--- config.mk ---
export PLATFORM = sky130hd
export DESIGN_NAME = gpp_top
export DESIGN_NICKNAME = d
export VERILOG_FILES = /design/src/design/gpp_pkg.sv /design/src/design/gpp_pwm_if.sv /design/src/design/gpp_pwm_gen.sv /design/src/design/gpp_top.sv
export SDC_FILE = /design/constraint.sdc
export NUM_CORES = 2
export LEC_CHECK = 0
export ABC_AREA = 1
export ABC_CLOCK_PERIOD_IN_PS = 9700
export BUFFER_PORTS_ARGS = -buffer_cell sky130_fd_sc_hd__buf_2
export CAP_MARGIN = 10
export CELL_PAD_IN_SITES_DETAIL_PLACEMENT = 1
export CELL_PAD_IN_SITES_GLOBAL_PLACEMENT = 1
export CORE_MARGIN = 3
export CORE_UTILIZATION = 42
export CTS_CLUSTER_DIAMETER = 40
export DETAILED_ROUTE_END_ITERATION = 6
export MAX_ROUTING_LAYER = met4
export PLACE_DENSITY_LB_ADDON = 0.25
export SLEW_MARGIN = 20
export SYNTH_ARGS = -nofsm -noshare
export SYNTH_HDL_FRONTEND = slang
export SYNTH_SLANG_ARGS = --single-unit
--- constraint.sdc ---
create_clock -name i_sys_clk -period 9.7 [get_ports i_sys_clk]
set_clock_uncertainty 0.1 [all_clocks]
set_input_delay 1.455 -clock i_sys_clk [delete_from_list [all_inputs] [get_ports i_sys_clk]]
set_output_delay 1.455 -clock i_sys_clk [all_outputs]
set_load 0.005 [all_outputs]
--- src/design/gpp_pkg.sv ---
package gpp_pkg;

  localparam int N_PINS = 12;
  localparam int N_PWM  = 8;
  localparam int N_SER  = 4;
  localparam int N_ANA  = 4;
  localparam int AW     = 8;
  localparam int DW     = 32;
  localparam int RES_W  = 13;
  localparam int PRE_W  = 8;
  localparam int ADC_W  = 12;

  // pins 3,6,7,8,9,10 carry the strong driver
  localparam logic [N_PINS-1:0] STRONG_MASK = 12'h07C8;

  // timing
  localparam int CLK_HZ      = 25_000_000;
  localparam int PWM_MAX_HZ  = 40_000;
  localparam int PWM_FAST_HZ = 10_000;
  localparam int MIN_PROD    = CLK_HZ / PWM_MAX_HZ;
  localparam int FAST_PROD   = CLK_HZ / PWM_FAST_HZ;
  localparam logic [RES_W-1:0] RES_MIN = 13'h0064;
  localparam logic [RES_W-1:0] RES_MAX = 13'h1388;

  // register offsets
  localparam logic [AW-1:0] A_DIR     = 8'h00;
  localparam logic [AW-1:0] A_OUT     = 8'h04;
  localparam logic [AW-1:0] A_IN      = 8'h08;
  localparam logic [AW-1:0] A_DRIVE   = 8'h0C;
  localparam logic [AW-1:0] A_PULLUP  = 8'h10;
  localparam logic [AW-1:0] A_PULLDN  = 8'h14;
  localparam logic [AW-1:0] A_RISE_EN = 8'h18;
  localparam logic [AW-1:0] A_FALL_EN = 8'h1C;
  localparam logic [AW-1:0] A_ISTAT   = 8'h20;
  localparam logic [AW-1:0] A_IMASK   = 8'h24;
  localparam logic [AW-1:0] A_ANA     = 8'h28;
  localparam logic [AW-1:0] A_ADC01   = 8'h2C;
  localparam logic [AW-1:0] A_ADC23   = 8'h30;
  localparam logic [AW-1:0] A_SERMAP  = 8'h34;
  localparam logic [AW-1:0] A_PWMCFG  = 8'h38;
  localparam logic [AW-1:0] A_PWMST   = 8'h3C;
  localparam logic [AW-1:0] A_DUTY0   = 8'h40;
  localparam logic [AW-1:0] A_MAP0    = 8'h60;

  // field positions
  localparam int ANA_WIDE_BIT = 8;
  localparam int ROUTE_ERR_BIT = 12;
  localparam int CFG_PRE_LSB  = 16;
  localparam int MAP_EN_BIT   = 4;
  localparam int SER_FLD_W    = 5;
  localparam int ST_PWM_LSB   = 8;
  localparam int ST_SER_LSB   = 16;

  // reset values
  localparam logic [RES_W-1:0] RST_RES  = 13'h1388;
  localparam logic [PRE_W-1:0] RST_PRE  = 8'h00;
  localparam logic [N_PINS-1:0] RST_PIN = 12'h000;

endpackage : gpp_pkg

--- src/design/gpp_pwm_if.sv ---
interface gpp_pwm_if;
  import gpp_pkg::*;
  logic [RES_W-1:0]            res;
  logic [PRE_W-1:0]            pre;
  logic [N_PWM-1:0][RES_W-1:0] duty;
  logic [N_PWM-1:0]            wave;
  modport ctl (output res, output pre, output duty, input wave);
  modport gen (input res, input pre, input duty, output wave);
endinterface : gpp_pwm_if

--- src/design/gpp_pwm_gen.sv ---
module gpp_pwm_gen
  import gpp_pkg::*;
(
  input  wire logic i_sys_clk,
  input  wire logic i_resetn,
  gpp_pwm_if.gen    pw
);

  logic [PRE_W-1:0] pre_q;
  logic [RES_W-1:0] cnt_q;
  logic             tick;

  assign tick = (pre_q >= pw.pre);

  // one prescaler shared by every channel keeps a common frequency
  always_ff @(posedge i_sys_clk or negedge i_resetn) begin
    if (!i_resetn) begin
      pre_q <= '0;
    end else if (tick) begin
      pre_q <= '0;
    end else begin
      pre_q <= pre_q + 8'h01;
    end
  end

  always_ff @(posedge i_sys_clk or negedge i_resetn) begin
    if (!i_resetn) begin
      cnt_q <= '0;
    end else if (tick) begin
      if (cnt_q >= pw.res - 13'h0001) begin
        cnt_q <= '0; // RULE15
      end else begin
        cnt_q <= cnt_q + 13'h0001;
      end
    end
  end

  for (genvar k = 0; k < N_PWM; k++) begin : g_ch
    logic wave_q;
    always_ff @(posedge i_sys_clk or negedge i_resetn) begin
      if (!i_resetn) begin
        wave_q <= 1'b0;
      end else begin
        wave_q <= (cnt_q < pw.duty[k]); // RULE15
      end
    end
    assign pw.wave[k] = wave_q;
  end

endmodule : gpp_pwm_gen

--- src/design/gpp_top.sv ---
// Operation
// RULE1: twelve pins, each with its own input or output direction.
// RULE2: drive strength is set per pin, strong drive only on six pins.
// RULE3: each pin has a selectable pull-up and a selectable pull-down.
// RULE4: each pin can interrupt on rising, falling or any edge.
// RULE5: serial outputs may go to any strong pin and to no standard pin.
// RULE6: a PWM above ten kilohertz may only go to a strong pin.
// RULE7: a PWM at or below ten kilohertz may go to any of the twelve pins.
// RULE8: analog input exists only on pins zero to three, fixed per channel.
// RULE9: other functions may take any pin that no other function holds.
// RULE10: up to eight PWM channels run at once, each on its own pin.
// RULE11: all PWM channels share one frequency of at most forty kilohertz.
// RULE12: resolution is 100 to 5000 counts, its top bounded by frequency.
// RULE13: the converter result is eight or twelve bits wide as selected.
// RULE14: zero input reads code zero, full scale reads 255 or 4095.
// RULE15: each PWM is active for its duty count in every period.
module gpp_top
  import gpp_pkg::*;
(
  input  wire logic                    i_sys_clk,
  input  wire logic                    i_resetn,
  input  wire logic [AW-1:0]           i_addr,
  input  wire logic [DW-1:0]           i_wdata,
  input  wire logic                    i_wr,
  input  wire logic                    i_rd,
  output logic      [DW-1:0]           o_rdata,
  output logic                         o_irq,
  input  wire logic [N_PINS-1:0]       i_pin,
  output logic      [N_PINS-1:0]       o_pin,
  output logic      [N_PINS-1:0]       o_pin_oe,
  output logic      [N_PINS-1:0]       o_pin_strong,
  output logic      [N_PINS-1:0]       o_pin_pullup,
  output logic      [N_PINS-1:0]       o_pin_pulldn,
  output logic      [N_ANA-1:0]        o_ana_sel,
  output logic                         o_adc_wide,
  input  wire logic [N_ANA-1:0][ADC_W-1:0] i_adc_code,
  input  wire logic [N_SER-1:0]        i_ser_out
);

  logic [N_PINS-1:0]           dir_q;
  logic [N_PINS-1:0]           out_q;
  logic [N_PINS-1:0]           drive_q;
  logic [N_PINS-1:0]           pu_q;
  logic [N_PINS-1:0]           pd_q;
  logic [N_PINS-1:0]           rise_q;
  logic [N_PINS-1:0]           fall_q;
  logic [N_PINS:0]             stat_q;
  logic [N_PINS:0]             stat_d;
  logic [N_PINS:0]             mask_q;
  logic [N_ANA-1:0]            ana_q;
  logic                        wide_q;
  logic [N_SER-1:0][SER_FLD_W-1:0] ser_map_q;
  logic [RES_W-1:0]            res_q;
  logic [PRE_W-1:0]            pre_q;
  logic [N_PWM-1:0][RES_W-1:0] duty_q;
  logic [N_PWM-1:0][MAP_EN_BIT:0] map_q;
  logic [N_PINS-1:0]           in_q;
  logic [N_PINS-1:0]           prev_q;
  logic [N_PINS-1:0]           pin_q;
  logic [N_PINS-1:0]           oe_q;
  logic [DW-1:0]               rdata_q;

  logic [N_PINS-1:0]           ana_pins;
  logic [N_PINS-1:0]           used;
  logic [N_PINS-1:0]           fact;
  logic [N_PINS-1:0]           fout;
  logic [N_SER-1:0]            ser_ok;
  logic [N_PWM-1:0]            pwm_ok;
  logic                        refused;
  logic                        fast;
  logic [N_PINS-1:0]           edge_ev;
  logic [21:0]                 prod_cur;
  logic [21:0]                 prod_new;
  logic [RES_W-1:0]            res_new;
  logic [PRE_W-1:0]            pre_new;
  logic                        cfg_ok;
  logic [21:0]                 pre_inc_new;
  logic [21:0]                 pre_inc_cur;
  logic                        wr_stat;
  logic                        wr_cfg;
  logic [N_PINS:0]             pend;

  gpp_pwm_if pwm_bus ();

  gpp_pwm_gen u_pwm (
    .i_sys_clk (i_sys_clk),
    .i_resetn  (i_resetn),
    .pw        (pwm_bus.gen)
  );

  assign pwm_bus.res  = res_q;
  assign pwm_bus.pre  = pre_q;
  assign pwm_bus.duty = duty_q;

  // frequency check: clk / ((pre+1)*res)
  assign res_new  = i_wdata[RES_W-1:0];
  assign pre_new  = i_wdata[CFG_PRE_LSB +: PRE_W];
  // widen before adding one, else a prescale of 255 wraps to a zero product
  assign pre_inc_new = {14'h0000, pre_new} + 22'h00_0001;
  assign pre_inc_cur = {14'h0000, pre_q} + 22'h00_0001;
  assign prod_new    = 22'({9'h000, res_new} * pre_inc_new);
  assign prod_cur    = 22'({9'h000, res_q} * pre_inc_cur);
  assign cfg_ok   = (res_new >= RES_MIN) && (res_new <= RES_MAX) // RULE12
                  && (prod_new >= 22'(MIN_PROD)); // RULE11
  assign fast     = (prod_cur < 22'(FAST_PROD)); // RULE6

  assign wr_stat  = i_wr && (i_addr == A_ISTAT);
  assign wr_cfg   = i_wr && (i_addr == A_PWMCFG) && cfg_ok; // RULE11 RULE12

  assign ana_pins = {{(N_PINS-N_ANA){1'b0}}, ana_q}; // RULE8

  // pin claims: analog first, then serial, then PWM by channel index
  // a refused claim raises the route error bit for as long as it stands
  always_comb begin
    used    = ana_pins;
    fact    = '0;
    fout    = '0;
    ser_ok  = '0;
    pwm_ok  = '0;
    refused = 1'b0;
    for (int s = 0; s < N_SER; s++) begin
      if (ser_map_q[s][SER_FLD_W-1]) begin
        if ((ser_map_q[s][3:0] < 4'(N_PINS))
            && STRONG_MASK[ser_map_q[s][3:0]] // RULE5
            && !used[ser_map_q[s][3:0]]) begin // RULE9
          ser_ok[s]                = 1'b1;
          used[ser_map_q[s][3:0]]  = 1'b1;
          fact[ser_map_q[s][3:0]]  = 1'b1;
          fout[ser_map_q[s][3:0]]  = i_ser_out[s];
        end else begin
          refused = 1'b1;
        end
      end
    end
    for (int k = 0; k < N_PWM; k++) begin
      if (map_q[k][MAP_EN_BIT]) begin
        if ((map_q[k][3:0] < 4'(N_PINS))
            && (!fast || STRONG_MASK[map_q[k][3:0]]) // RULE6 RULE7
            && !used[map_q[k][3:0]]) begin // RULE9 RULE10
          pwm_ok[k]             = 1'b1;
          used[map_q[k][3:0]]   = 1'b1;
          fact[map_q[k][3:0]]   = 1'b1;
          fout[map_q[k][3:0]]   = pwm_bus.wave[k];
        end else begin
          refused = 1'b1;
        end
      end
    end
  end

  // per-pin output select and edge detection
  for (genvar p = 0; p < N_PINS; p++) begin : g_pin
    logic sel_out;
    logic rise_ev;
    logic fall_ev;

    // a routed function overrides the plain output register
    assign sel_out    = fact[p] ? fout[p] : out_q[p];
    assign rise_ev    = in_q[p] & ~prev_q[p] & rise_q[p]; // RULE4
    assign fall_ev    = ~in_q[p] & prev_q[p] & fall_q[p]; // RULE4
    assign edge_ev[p] = rise_ev | fall_ev;

    always_ff @(posedge i_sys_clk or negedge i_resetn) begin
      if (!i_resetn) begin
        pin_q[p] <= RST_PIN[p];
        oe_q[p]  <= RST_PIN[p];
      end else begin
        pin_q[p] <= sel_out;
        oe_q[p]  <= (fact[p] | dir_q[p]) & ~ana_pins[p]; // RULE1 RULE8
      end
    end
  end

  assign o_pin        = pin_q;
  assign o_pin_oe     = oe_q;
  assign o_pin_strong = drive_q & STRONG_MASK; // RULE2
  assign o_pin_pullup = pu_q & ~ana_pins; // RULE3
  assign o_pin_pulldn = pd_q & ~pu_q & ~ana_pins; // RULE3
  assign o_ana_sel    = ana_q;
  assign o_adc_wide   = wide_q;

  // input capture and edge events
  always_ff @(posedge i_sys_clk or negedge i_resetn) begin
    if (!i_resetn) begin
      in_q   <= '0;
      prev_q <= '0;
    end else begin
      in_q   <= i_pin & ~ana_pins;
      prev_q <= in_q;
    end
  end

  // sticky status, write one to clear, a new event wins
  always_comb begin
    stat_d = stat_q;
    if (wr_stat) begin
      stat_d = stat_q & ~i_wdata[N_PINS:0];
    end
    stat_d = stat_d | {refused, edge_ev};
  end

  always_ff @(posedge i_sys_clk or negedge i_resetn) begin
    if (!i_resetn) begin
      stat_q <= '0;
    end else begin
      stat_q <= stat_d;
    end
  end

  assign pend  = stat_q & mask_q;
  assign o_irq = |pend;

  // pin configuration writes
  always_ff @(posedge i_sys_clk or negedge i_resetn) begin
    if (!i_resetn) begin
      dir_q   <= RST_PIN;
      out_q   <= RST_PIN;
      drive_q <= RST_PIN;
      pu_q    <= RST_PIN;
      pd_q    <= RST_PIN;
      rise_q  <= RST_PIN;
      fall_q  <= RST_PIN;
      mask_q  <= '0;
    end else if (i_wr) begin
      case (i_addr)
        A_DIR:     dir_q   <= i_wdata[N_PINS-1:0]; // RULE1
        A_OUT:     out_q   <= i_wdata[N_PINS-1:0];
        A_DRIVE:   drive_q <= i_wdata[N_PINS-1:0] & STRONG_MASK; // RULE2
        A_PULLUP:  pu_q    <= i_wdata[N_PINS-1:0]; // RULE3
        A_PULLDN:  pd_q    <= i_wdata[N_PINS-1:0]; // RULE3
        A_RISE_EN: rise_q  <= i_wdata[N_PINS-1:0]; // RULE4
        A_FALL_EN: fall_q  <= i_wdata[N_PINS-1:0]; // RULE4
        A_IMASK:   mask_q  <= i_wdata[N_PINS:0];
        default: ;
      endcase
    end
  end

  // analog and serial routing writes
  always_ff @(posedge i_sys_clk or negedge i_resetn) begin
    if (!i_resetn) begin
      ana_q     <= '0;
      wide_q    <= 1'b1;
      ser_map_q <= '0;
    end else if (i_wr) begin
      case (i_addr)
        A_ANA: begin
          ana_q  <= i_wdata[N_ANA-1:0]; // RULE8
          wide_q <= i_wdata[ANA_WIDE_BIT]; // RULE13
        end
        A_SERMAP: ser_map_q <= i_wdata[N_SER*SER_FLD_W-1:0];
        default: ;
      endcase
    end
  end

  // pwm timebase: a setting out of range or above the top rate is dropped
  always_ff @(posedge i_sys_clk or negedge i_resetn) begin
    if (!i_resetn) begin
      res_q <= RST_RES;
      pre_q <= RST_PRE;
    end else if (wr_cfg) begin
      res_q <= res_new; // RULE11 RULE12
      pre_q <= pre_new;
    end
  end

  for (genvar k = 0; k < N_PWM; k++) begin : g_pwm_reg
    logic hit_duty;
    logic hit_map;

    assign hit_duty = (i_addr == A_DUTY0 + AW'(4 * k));
    assign hit_map  = (i_addr == A_MAP0 + AW'(4 * k));

    always_ff @(posedge i_sys_clk or negedge i_resetn) begin
      if (!i_resetn) begin
        duty_q[k] <= '0;
        map_q[k]  <= '0;
      end else if (i_wr) begin
        if (hit_duty) begin
          duty_q[k] <= i_wdata[RES_W-1:0]; // RULE15
        end
        if (hit_map) begin
          map_q[k] <= i_wdata[MAP_EN_BIT:0]; // RULE10
        end
      end
    end
  end

  // converter code, narrow mode keeps the top eight bits
  function automatic logic [15:0] adc_view(input logic [ADC_W-1:0] c,
                                           input logic w);
    adc_view = w ? {4'h0, c} : {8'h00, c[ADC_W-1 -: 8]}; // RULE13 RULE14
  endfunction : adc_view

  // register read, data valid one cycle after the strobe
  always_ff @(posedge i_sys_clk or negedge i_resetn) begin
    if (!i_resetn) begin
      rdata_q <= '0;
    end else if (i_rd) begin
      rdata_q <= '0;
      case (i_addr)
        A_DIR:     rdata_q[N_PINS-1:0] <= dir_q;
        A_OUT:     rdata_q[N_PINS-1:0] <= out_q;
        A_IN:      rdata_q[N_PINS-1:0] <= in_q;
        A_DRIVE:   rdata_q[N_PINS-1:0] <= drive_q;
        A_PULLUP:  rdata_q[N_PINS-1:0] <= pu_q;
        A_PULLDN:  rdata_q[N_PINS-1:0] <= pd_q;
        A_RISE_EN: rdata_q[N_PINS-1:0] <= rise_q;
        A_FALL_EN: rdata_q[N_PINS-1:0] <= fall_q;
        A_ISTAT:   rdata_q[N_PINS:0]   <= stat_q;
        A_IMASK:   rdata_q[N_PINS:0]   <= mask_q;
        A_ANA: begin
          rdata_q[N_ANA-1:0]   <= ana_q;
          rdata_q[ANA_WIDE_BIT] <= wide_q;
        end
        A_ADC01: rdata_q <= {adc_view(i_adc_code[1], wide_q),
                             adc_view(i_adc_code[0], wide_q)};
        A_ADC23: rdata_q <= {adc_view(i_adc_code[3], wide_q),
                             adc_view(i_adc_code[2], wide_q)};
        A_SERMAP: rdata_q[N_SER*SER_FLD_W-1:0] <= ser_map_q;
        A_PWMCFG: begin
          rdata_q[RES_W-1:0]             <= res_q;
          rdata_q[CFG_PRE_LSB +: PRE_W]  <= pre_q;
        end
        A_PWMST: begin
          rdata_q[0]                     <= fast;
          rdata_q[ST_PWM_LSB +: N_PWM]   <= pwm_ok;
          rdata_q[ST_SER_LSB +: N_SER]   <= ser_ok;
        end
        default: begin
          for (int k = 0; k < N_PWM; k++) begin
            if (i_addr == A_DUTY0 + AW'(4 * k)) begin
              rdata_q[RES_W-1:0] <= duty_q[k];
            end
            if (i_addr == A_MAP0 + AW'(4 * k)) begin
              rdata_q[MAP_EN_BIT:0] <= map_q[k];
            end
          end
        end
      endcase
    end
  end

  assign o_rdata = rdata_q;

endmodule : gpp_top

Yosys cells after proc, flatten, opt, wreduce, memory -nomap -nowiden
Memories as Yosys holds them, arrays and structs flattened.
Cells that the tools add are included.
{ "op_classes": {"add_sub_neg": 5, "mul": 2, "n_lt_le_gt_ge": 50, "n_eq_ne": 31, "n_mux": 238, "bitwise": 137, "reduce_logical": 93} }
{ "op_table": {"columns": ["operator", "n"], "rows": [
  ["12-bit 2-to-1 mux", 74],
  ["12-bit bitwise OR", 21],
  ["13-bit 2-to-1 mux", 14],
  ["12-bit bitwise mux", 11],
  ["8-bit by 7-bit equality test with 1-bit output (second input constant)", 16],
  ["13-bit less-than comparator", 8],
  ["1-bit 2-to-1 mux", 96],
  ["3-bit one-hot mux with 16 select lines", 2],
  ["8-bit by 6-bit equality test with 1-bit output (second input constant)", 8],
  ["12-bit AND", 5],
  ["4-bit by 5-bit less-than comparator with 1-bit output (second input constant)", 12],
  ["4-bit one-hot mux with 15 select lines", 1],
  ["1-bit AND", 52],
  ["2-bit AND reduction", 26],
  ["1-bit binary-select mux with 4-bit select", 12],
  ["1-bit demux with 4-bit select", 12],
  ["4-bit by 1-bit greater-or-equal comparator with 1-bit output (second input constant)", 12],
  ["4-bit less-than comparator (second input constant)", 12],
  ["13-bit by 9-bit multiplier with 22-bit output", 2],
  ["1-bit logical AND", 41],
  ["5-bit 2-to-1 mux", 8],
  ["8-bit by 5-bit equality test with 1-bit output (second input constant)", 4],
  ["1-bit one-hot mux with 16 select lines", 2],
  ["1-bit NOT", 28],
  ["32 further kinds", 77]
]} }
{ "totals": {"register_bits": 403, "mem_bits_ro": 192, "elab_cells": 638, "mem_count": 12} }
{ "memory_table": {"columns": ["name", "depth", "word_bits", "rd", "rd_clocked_by_memory_dff", "wr", "line", "rtl"], "rows": [
  ["(no name shown)", 16, 1, 1, 0, 0, "gpp_top.sv:138", "&& (!fast || STRONG_MASK[map_q[k][3:0]])"],
  ["(no name shown)", 16, 1, 1, 0, 0, "gpp_top.sv:138", null],
  ["(no name shown)", 16, 1, 1, 0, 0, "gpp_top.sv:138", null],
  ["(no name shown)", 16, 1, 1, 0, 0, "gpp_top.sv:138", null],
  ["(no name shown)", 16, 1, 1, 0, 0, "gpp_top.sv:138", null],
  ["(no name shown)", 16, 1, 1, 0, 0, "gpp_top.sv:138", null],
  ["+6 memories", null, null, null, null, null, null, null]
]} }

Depth between registers and ports, before layout
{ "logic_depth": {"ltp_word": 75, "depth_mapped": 80, "mapped_depth_nobuf": 79} }

Modules after synthesis
A second synthesis with hierarchy kept.
{ "unflattened": {"hier_cells": 4737, "area_unflattened_um2": 33801.2} }
{ "by_module_without_submodules": {"columns": ["module", "n_inst", "cells_each", "area_per_inst_um2", "seq_area_each_um2"], "rows": [
  ["gpp_top", 1, 4059, 29156.7, 9266.4],
  ["gpp_pwm_gen", 1, 678, 4644.5, 725.7]
]} }

Worst setup path before layout
OpenSTA, ideal clock, no wires.
{ "synth_timing": {"kind": "register to register", "start": "reg pre_q[0]", "end": "reg pin_q[9], in the netlist o_pin[9]", "setup_ns": 0.069, "arrival_ns": 9.255, "required_ns": 9.531, "setup_slack_ns": 0.276, "path_stages_with_launch": 75, "n_path_buf": 2, "period_less_slack_ns": 9.424, "cell_sequence": "dfrtp_1 > inv_1 > nor3_1 > nand2_1 > nor3_1 > nand3_1 > nand2_1 > clkbuf_1 > nor2_1 > fa_1 > inv_1 > fa_1 > inv_1 > fa_1 > inv_1 > fa_1 > inv_1 > ha_1 > [39 not listed] > nand2_1 > nand3_2 > nand2_4 > nand3_2 > o21bai_1 > nand2_1 > nand3_2 > nand2_2 > nand4_1 > nand2_1 > nand2_1 > nand2_1 > o21ai_4 > nand3_4 > nor2_8 > buf_6 > nand3_1 > nand3_1"} }
{ "synth_between": {"elab_chain_cells": 52} }
{ "synth_rtl": {"columns": ["element", "line", "rtl"], "rows": [
  ["start, declared", "gpp_top.sv:54", "logic [PRE_W-1:0] pre_q;"],
  ["start signal, assigned", "gpp_top.sv:264", "pre_q <= pre_new;"],
  ["8-bit by 1-bit adder with 9-bit output (*)", "gpp_top.sv:100", "assign pre_inc_cur = {14'h0000, pre_q} + 22'h00_0001;"],
  ["13-bit by 9-bit multiplier with 22-bit output (*)", "gpp_top.sv:102", "assign prod_cur = 22'({9'h000, res_q} * pre_inc_cur);"],
  ["22-bit by 12-bit less-than comparator with 1-bit output (*)", "gpp_top.sv:105", "assign fast = (prod_cur < 22'(FAST_PROD));"],
  ["1-bit logical NOT (*)", "gpp_top.sv:138", null],
  ["1-bit logical OR", "gpp_top.sv:138", null],
  ["1-bit logical AND", "gpp_top.sv:138", null],
  ["1-bit logical AND", "gpp_top.sv:139", "&& !used[map_q[k][3:0]]) begin"],
  ["12-bit 2-to-1 mux", "gpp_top.sv:137", "if ((map_q[k][3:0] < 4'(N_PINS))"],
  ["[37 not listed]", null, null],
  ["1-bit binary-select mux with 4-bit select", "gpp_top.sv:139", null],
  ["1-bit 2-to-1 mux (implied by the code)", "gpp_top.sv:139", null],
  ["1-bit logical NOT", "gpp_top.sv:139", null],
  ["1-bit logical AND", "gpp_top.sv:139", null],
  ["12-bit 2-to-1 mux", "gpp_top.sv:137", null],
  ["12-bit 2-to-1 mux", "gpp_top.sv:136", "if (map_q[k][MAP_EN_BIT]) begin"],
  ["1-bit 2-to-1 mux (*)", "gpp_top.sv:158", "assign sel_out = fact[p] ? fout[p] : out_q[p];"],
  ["via g_pin[9].sel_out", "gpp_top.sv:153", "logic sel_out;"],
  ["end signal, assigned by index", "gpp_top.sv:165", "pin_q[p] <= RST_PIN[p];"],
  ["end signal, assigned by index", "gpp_top.sv:168", "pin_q[p] <= sel_out;"],
  ["end, declared", "gpp_top.sv:59", "logic [N_PINS-1:0] pin_q;"]
]} }
Mark *: on every way through the listed nets, which the timed path passes. The rest lies on a longest branch. The select of a mux whose other input is x is not followed.
A chain may end at the register's enable or synchronous reset.

Worst setup path after layout
{ "layout_timing": {"start": "reg pre_q[1]", "end": "reg oe_q[2], in the netlist o_pin_oe[2]"} }
{ "layout_between": {"elab_chain_cells": 53} }
{ "layout_rtl": {"columns": ["element", "line", "rtl"], "rows": [
  ["8-bit by 1-bit adder with 9-bit output (*)", "gpp_top.sv:100", null],
  ["13-bit by 9-bit multiplier with 22-bit output (*)", "gpp_top.sv:102", null],
  ["22-bit by 12-bit less-than comparator with 1-bit output (*)", "gpp_top.sv:105", null],
  ["1-bit logical NOT (*)", "gpp_top.sv:138", null],
  ["1-bit logical OR", "gpp_top.sv:138", null],
  ["1-bit logical AND", "gpp_top.sv:138", null],
  ["1-bit logical AND", "gpp_top.sv:139", null],
  ["12-bit 2-to-1 mux", "gpp_top.sv:137", null],
  ["[37 not listed]", null, null],
  ["1-bit binary-select mux with 4-bit select", "gpp_top.sv:139", null],
  ["1-bit 2-to-1 mux (implied by the code)", "gpp_top.sv:139", null],
  ["1-bit logical NOT", "gpp_top.sv:139", null],
  ["1-bit logical AND", "gpp_top.sv:139", null],
  ["12-bit 2-to-1 mux", "gpp_top.sv:137", null],
  ["12-bit 2-to-1 mux (*)", "gpp_top.sv:136", null],
  ["1-bit bitwise OR (*)", "gpp_top.sv:169", "oe_q[p] <= (fact[p] | dir_q[p]) & ~ana_pins[p];"],
  ["1-bit AND (*)", "gpp_top.sv:169", null],
  ["end signal, assigned by index", "gpp_top.sv:166", "oe_q[p] <= RST_PIN[p];"],
  ["end signal, assigned by index", "gpp_top.sv:169", null],
  ["end, declared", "gpp_top.sv:60", "logic [N_PINS-1:0] oe_q;"]
]} }
Mark *: on every way between the ends. The rest lies on a longest branch, timed or not. The select of a mux whose other input is x is not followed.

==> reports/metrics.cfg <==
[outcome]
status=finished, violations left
failed_checks=setup timing

[placement]
dp_cells=5894
dpl.hpwl_um=108000
place_area_um2=36800
port_buffers=187
gp_congestion=0.980

[sta]
worstMarginPinSlew_ps=1220
period_needed_ps=10880
finalMaxSlewViolations=0
rsz0062_at_grt=true
setup_violations=28
fin_crit_sh_pct=112
max_freq_mhz=91.9
final_hold_viol_count=0
maxSlewHeadroom_pct=16.2
tns_ps=-28440
finalWorstSetupSlack_ps=-1180

[synthesis]
synth_edf_count=0
synthDistinctLibCells=77
synth_area_leaders=dfrtp_1 (30%), nand2_1 (12%), fa_1 (9.4%)
async_flop_share_pct=100
synth_top_area_share_pct=29.5
yosysWarnings=0
yosys_most_used_dff=dfrtp_1
yosysTopAreaCell=dfrtp_1
ys_ff_latch=399
netlist_area_um2=33300
synth_seq_area_share_pct=30.0
synthCells=4569
syn_area_per_cell_um2=7.29

[clocking]
numClockSinks=399
tritoncts=built
cts_buffers=77
clkTransAtPathRegs_ps=50
htreeDepth=3
clock_path_buffers=3
worstSkewPairLatency_ps=640
root_buffer=clkbuf_16

[drt]
ant_nets=0
drt-initial-drc-count=3365
drt-total-wl_um=147000
drcViolationCount=0
dr.pass1.iters=5
vias=35700
drt-wirelength-per-cell_um=23.9
vias_per_cell=5.79

[die]
dieArea_um2=82700
io_pins=206
die_y_um=288
fp.coreArea_um2=78000
start_util_pct=42.7
die-width_um=288
placementRows=102

[critical_path]
critPathArrivalTime_ps=11360
path_depth=68
cp_top_family=buffers and inverters
rrSetupSlack_ps=-1180
cp-end-kind=flop
r2r_cells=68
reg2reg_to=o_pin_oe[2]
slowest_stage=fa_1
cp_num_buf_inv=45
timing.critical_path.fanout_max=6
critPathMaxStageDelay_ps=560
crit_path_end=o_pin_oe[2]
critPathLaunch=pre_q[1]
startpoint_type=flop
r2r_start=pre_q[1]
crit_type=flop to flop
path_common_cell=buf_4
required_ps=10180

[cells_and_area]
nFillCells=9748
nets=5522
multi_input_area_um2=20900
finish.utilization_pct=53.6
ff_latch_area_um2=9990
stdcell_count=6161
final_common_cell=nand2_1
area_growth_pct=25.5
finalInstanceArea_um2=41800
drive_gt1_share_pct=20.6
layout_common_cells=nand2_1 (967), inv_1 (723), o21ai_0 (444)

[hold_path]
hp-class=flop to flop

[pwr]
pwr-share-clk_pct=42.4
total_leakage_power_nw=20.6
pwr-share-seq_pct=29.4
p_sw_mw=2.52
netSwitchingFraction_pct=37.0
p_per_area_nw_per_um2=163
ir_worst_vdd_mv=0.180
internal-power_mw=4.30
combPwrFrac_pct=28.2

[global_route]
grt_first_pass_wirelength_um=219000
grt_pass1_vias=36400
grt_max_degree=131
overflow=0
antenna_found_initial=12
grt_usage_pct=35.7

[run]
maxCapViolCount=0

## Yosys cell counts (4+ instances only)
library cell / n
dfstp_2: 6
nor2_2: 8
mux2i_1: 7
nor4_1: 5
o21ai_0: 456
clkinv_1: 10
o211ai_1: 11
a31oi_1: 11
a21boi_0: 11
ha_1: 205
nand3_2: 16
o2111ai_1: 25
clkbuf_1: 136
o31ai_1: 5
nand3_1: 185
nand2_1: 1063
a221oi_1: 39
nand2_4: 6
a21oi_4: 4
o22ai_1: 48
xor2_1: 30
nand2_2: 16
a2111oi_0: 23
buf_6: 4
inv_2: 14
nor3_1: 50
a21o_1: 8
o221ai_1: 25
nand4_2: 6
nand3b_1: 4
o311ai_0: 15
fa_1: 156
inv_1: 747
o41ai_1: 4
or2_2: 5
nand4_1: 74
o21ai_1: 16
buf_4: 23
nor2_1: 442
a21oi_1: 173
o21bai_1: 16
a211oi_1: 12
xnor2_1: 4
dfrtp_1: 393
## final cells by class
class,count,area share [%]
Multi-Input combinational cell,3237,49.9
Tap cell,1040,3.11
Timing Repair Buffer,567,9.38
Sequential cell,399,23.9
Clock buffer,84,4.74
Clock inverter,56,1.97
Antenna cell,7,0.0419
Inverter,771,6.92
## kinds of logic (layout without fill, tap and decap cells)
logic type	after synthesis	after routing	synth area share, %
other	1	17	0.0113
adders and majority gates	361	361	17.1
AOI/OAI and AO/OA	925	925	16.5
muxes	8	8	0.244
and+or+nand+nor	1898	1899	24.1
DFF	399	399	30.0
xor gates and xnor gates	34	34	0.894
buffers and inverters	943	1478	11.1
## layer usage
layer  GRT usage, %  vias to the layer above  wire length, um
met5              -                        -                0
met4           13.3                        0             6360
met3           6.67                      367            12400
met2           53.6                     1507            65700
met1           48.0                    18000            63100
li1               -                    15800                -
## flip-flops by register name, indices dropped and copies added, names as in the netlist, 13 cells and up
signal / cells
ser_map_q: 20
map_q: 40
pwm_bus.res: 13
mask_q: 13
u_pwm.cnt_q: 13
o_rdata: 28
stat_q: 13
duty_q: 104
## what timing repair did
action	4_1_cts	5_1_grt
buffers inserted	90	28
setup endpoints to repair	30	51
gates cloned	2	0
pin swaps	118	134
gates resized for setup	162	198
hold buffers	0	0
## power groups by stage
stage               registers (mW)  logic [mW]  clock network [mW]
floorplan                     1.90        1.21                   0
global placement              2.01        1.70                   0
detailed placement            2.02        1.81                   0
CTS                           1.99        1.86                2.91
global route                  2.02        2.16                3.00
finish                        2.01        1.92                2.89
## metrics by stage
step	setup slack, ps	hold WS, ps	power, mW
final	-1180	278	6.82
after floorplan	276	254	3.11
after detailed placement	-1280	273	3.82
after CTS	-603	283	6.77
after global routing	-1580	289	7.18
after global placement	-946	265	3.71
## worst min path at each step
stage                 endpoint  slack, ps  startpoint  cells past startpoint
floorplan           prev_q[10]        250    in_q[10]                      0
global placement     prev_q[8]        260     in_q[8]                      0
detailed placement   prev_q[8]        270     in_q[8]                      0
CTS                 prev_q[10]        280    in_q[10]                      0
global route        prev_q[10]        290    in_q[10]                      0
finish              prev_q[10]        280    in_q[10]                      0
(Power assumes the default switching activity.)
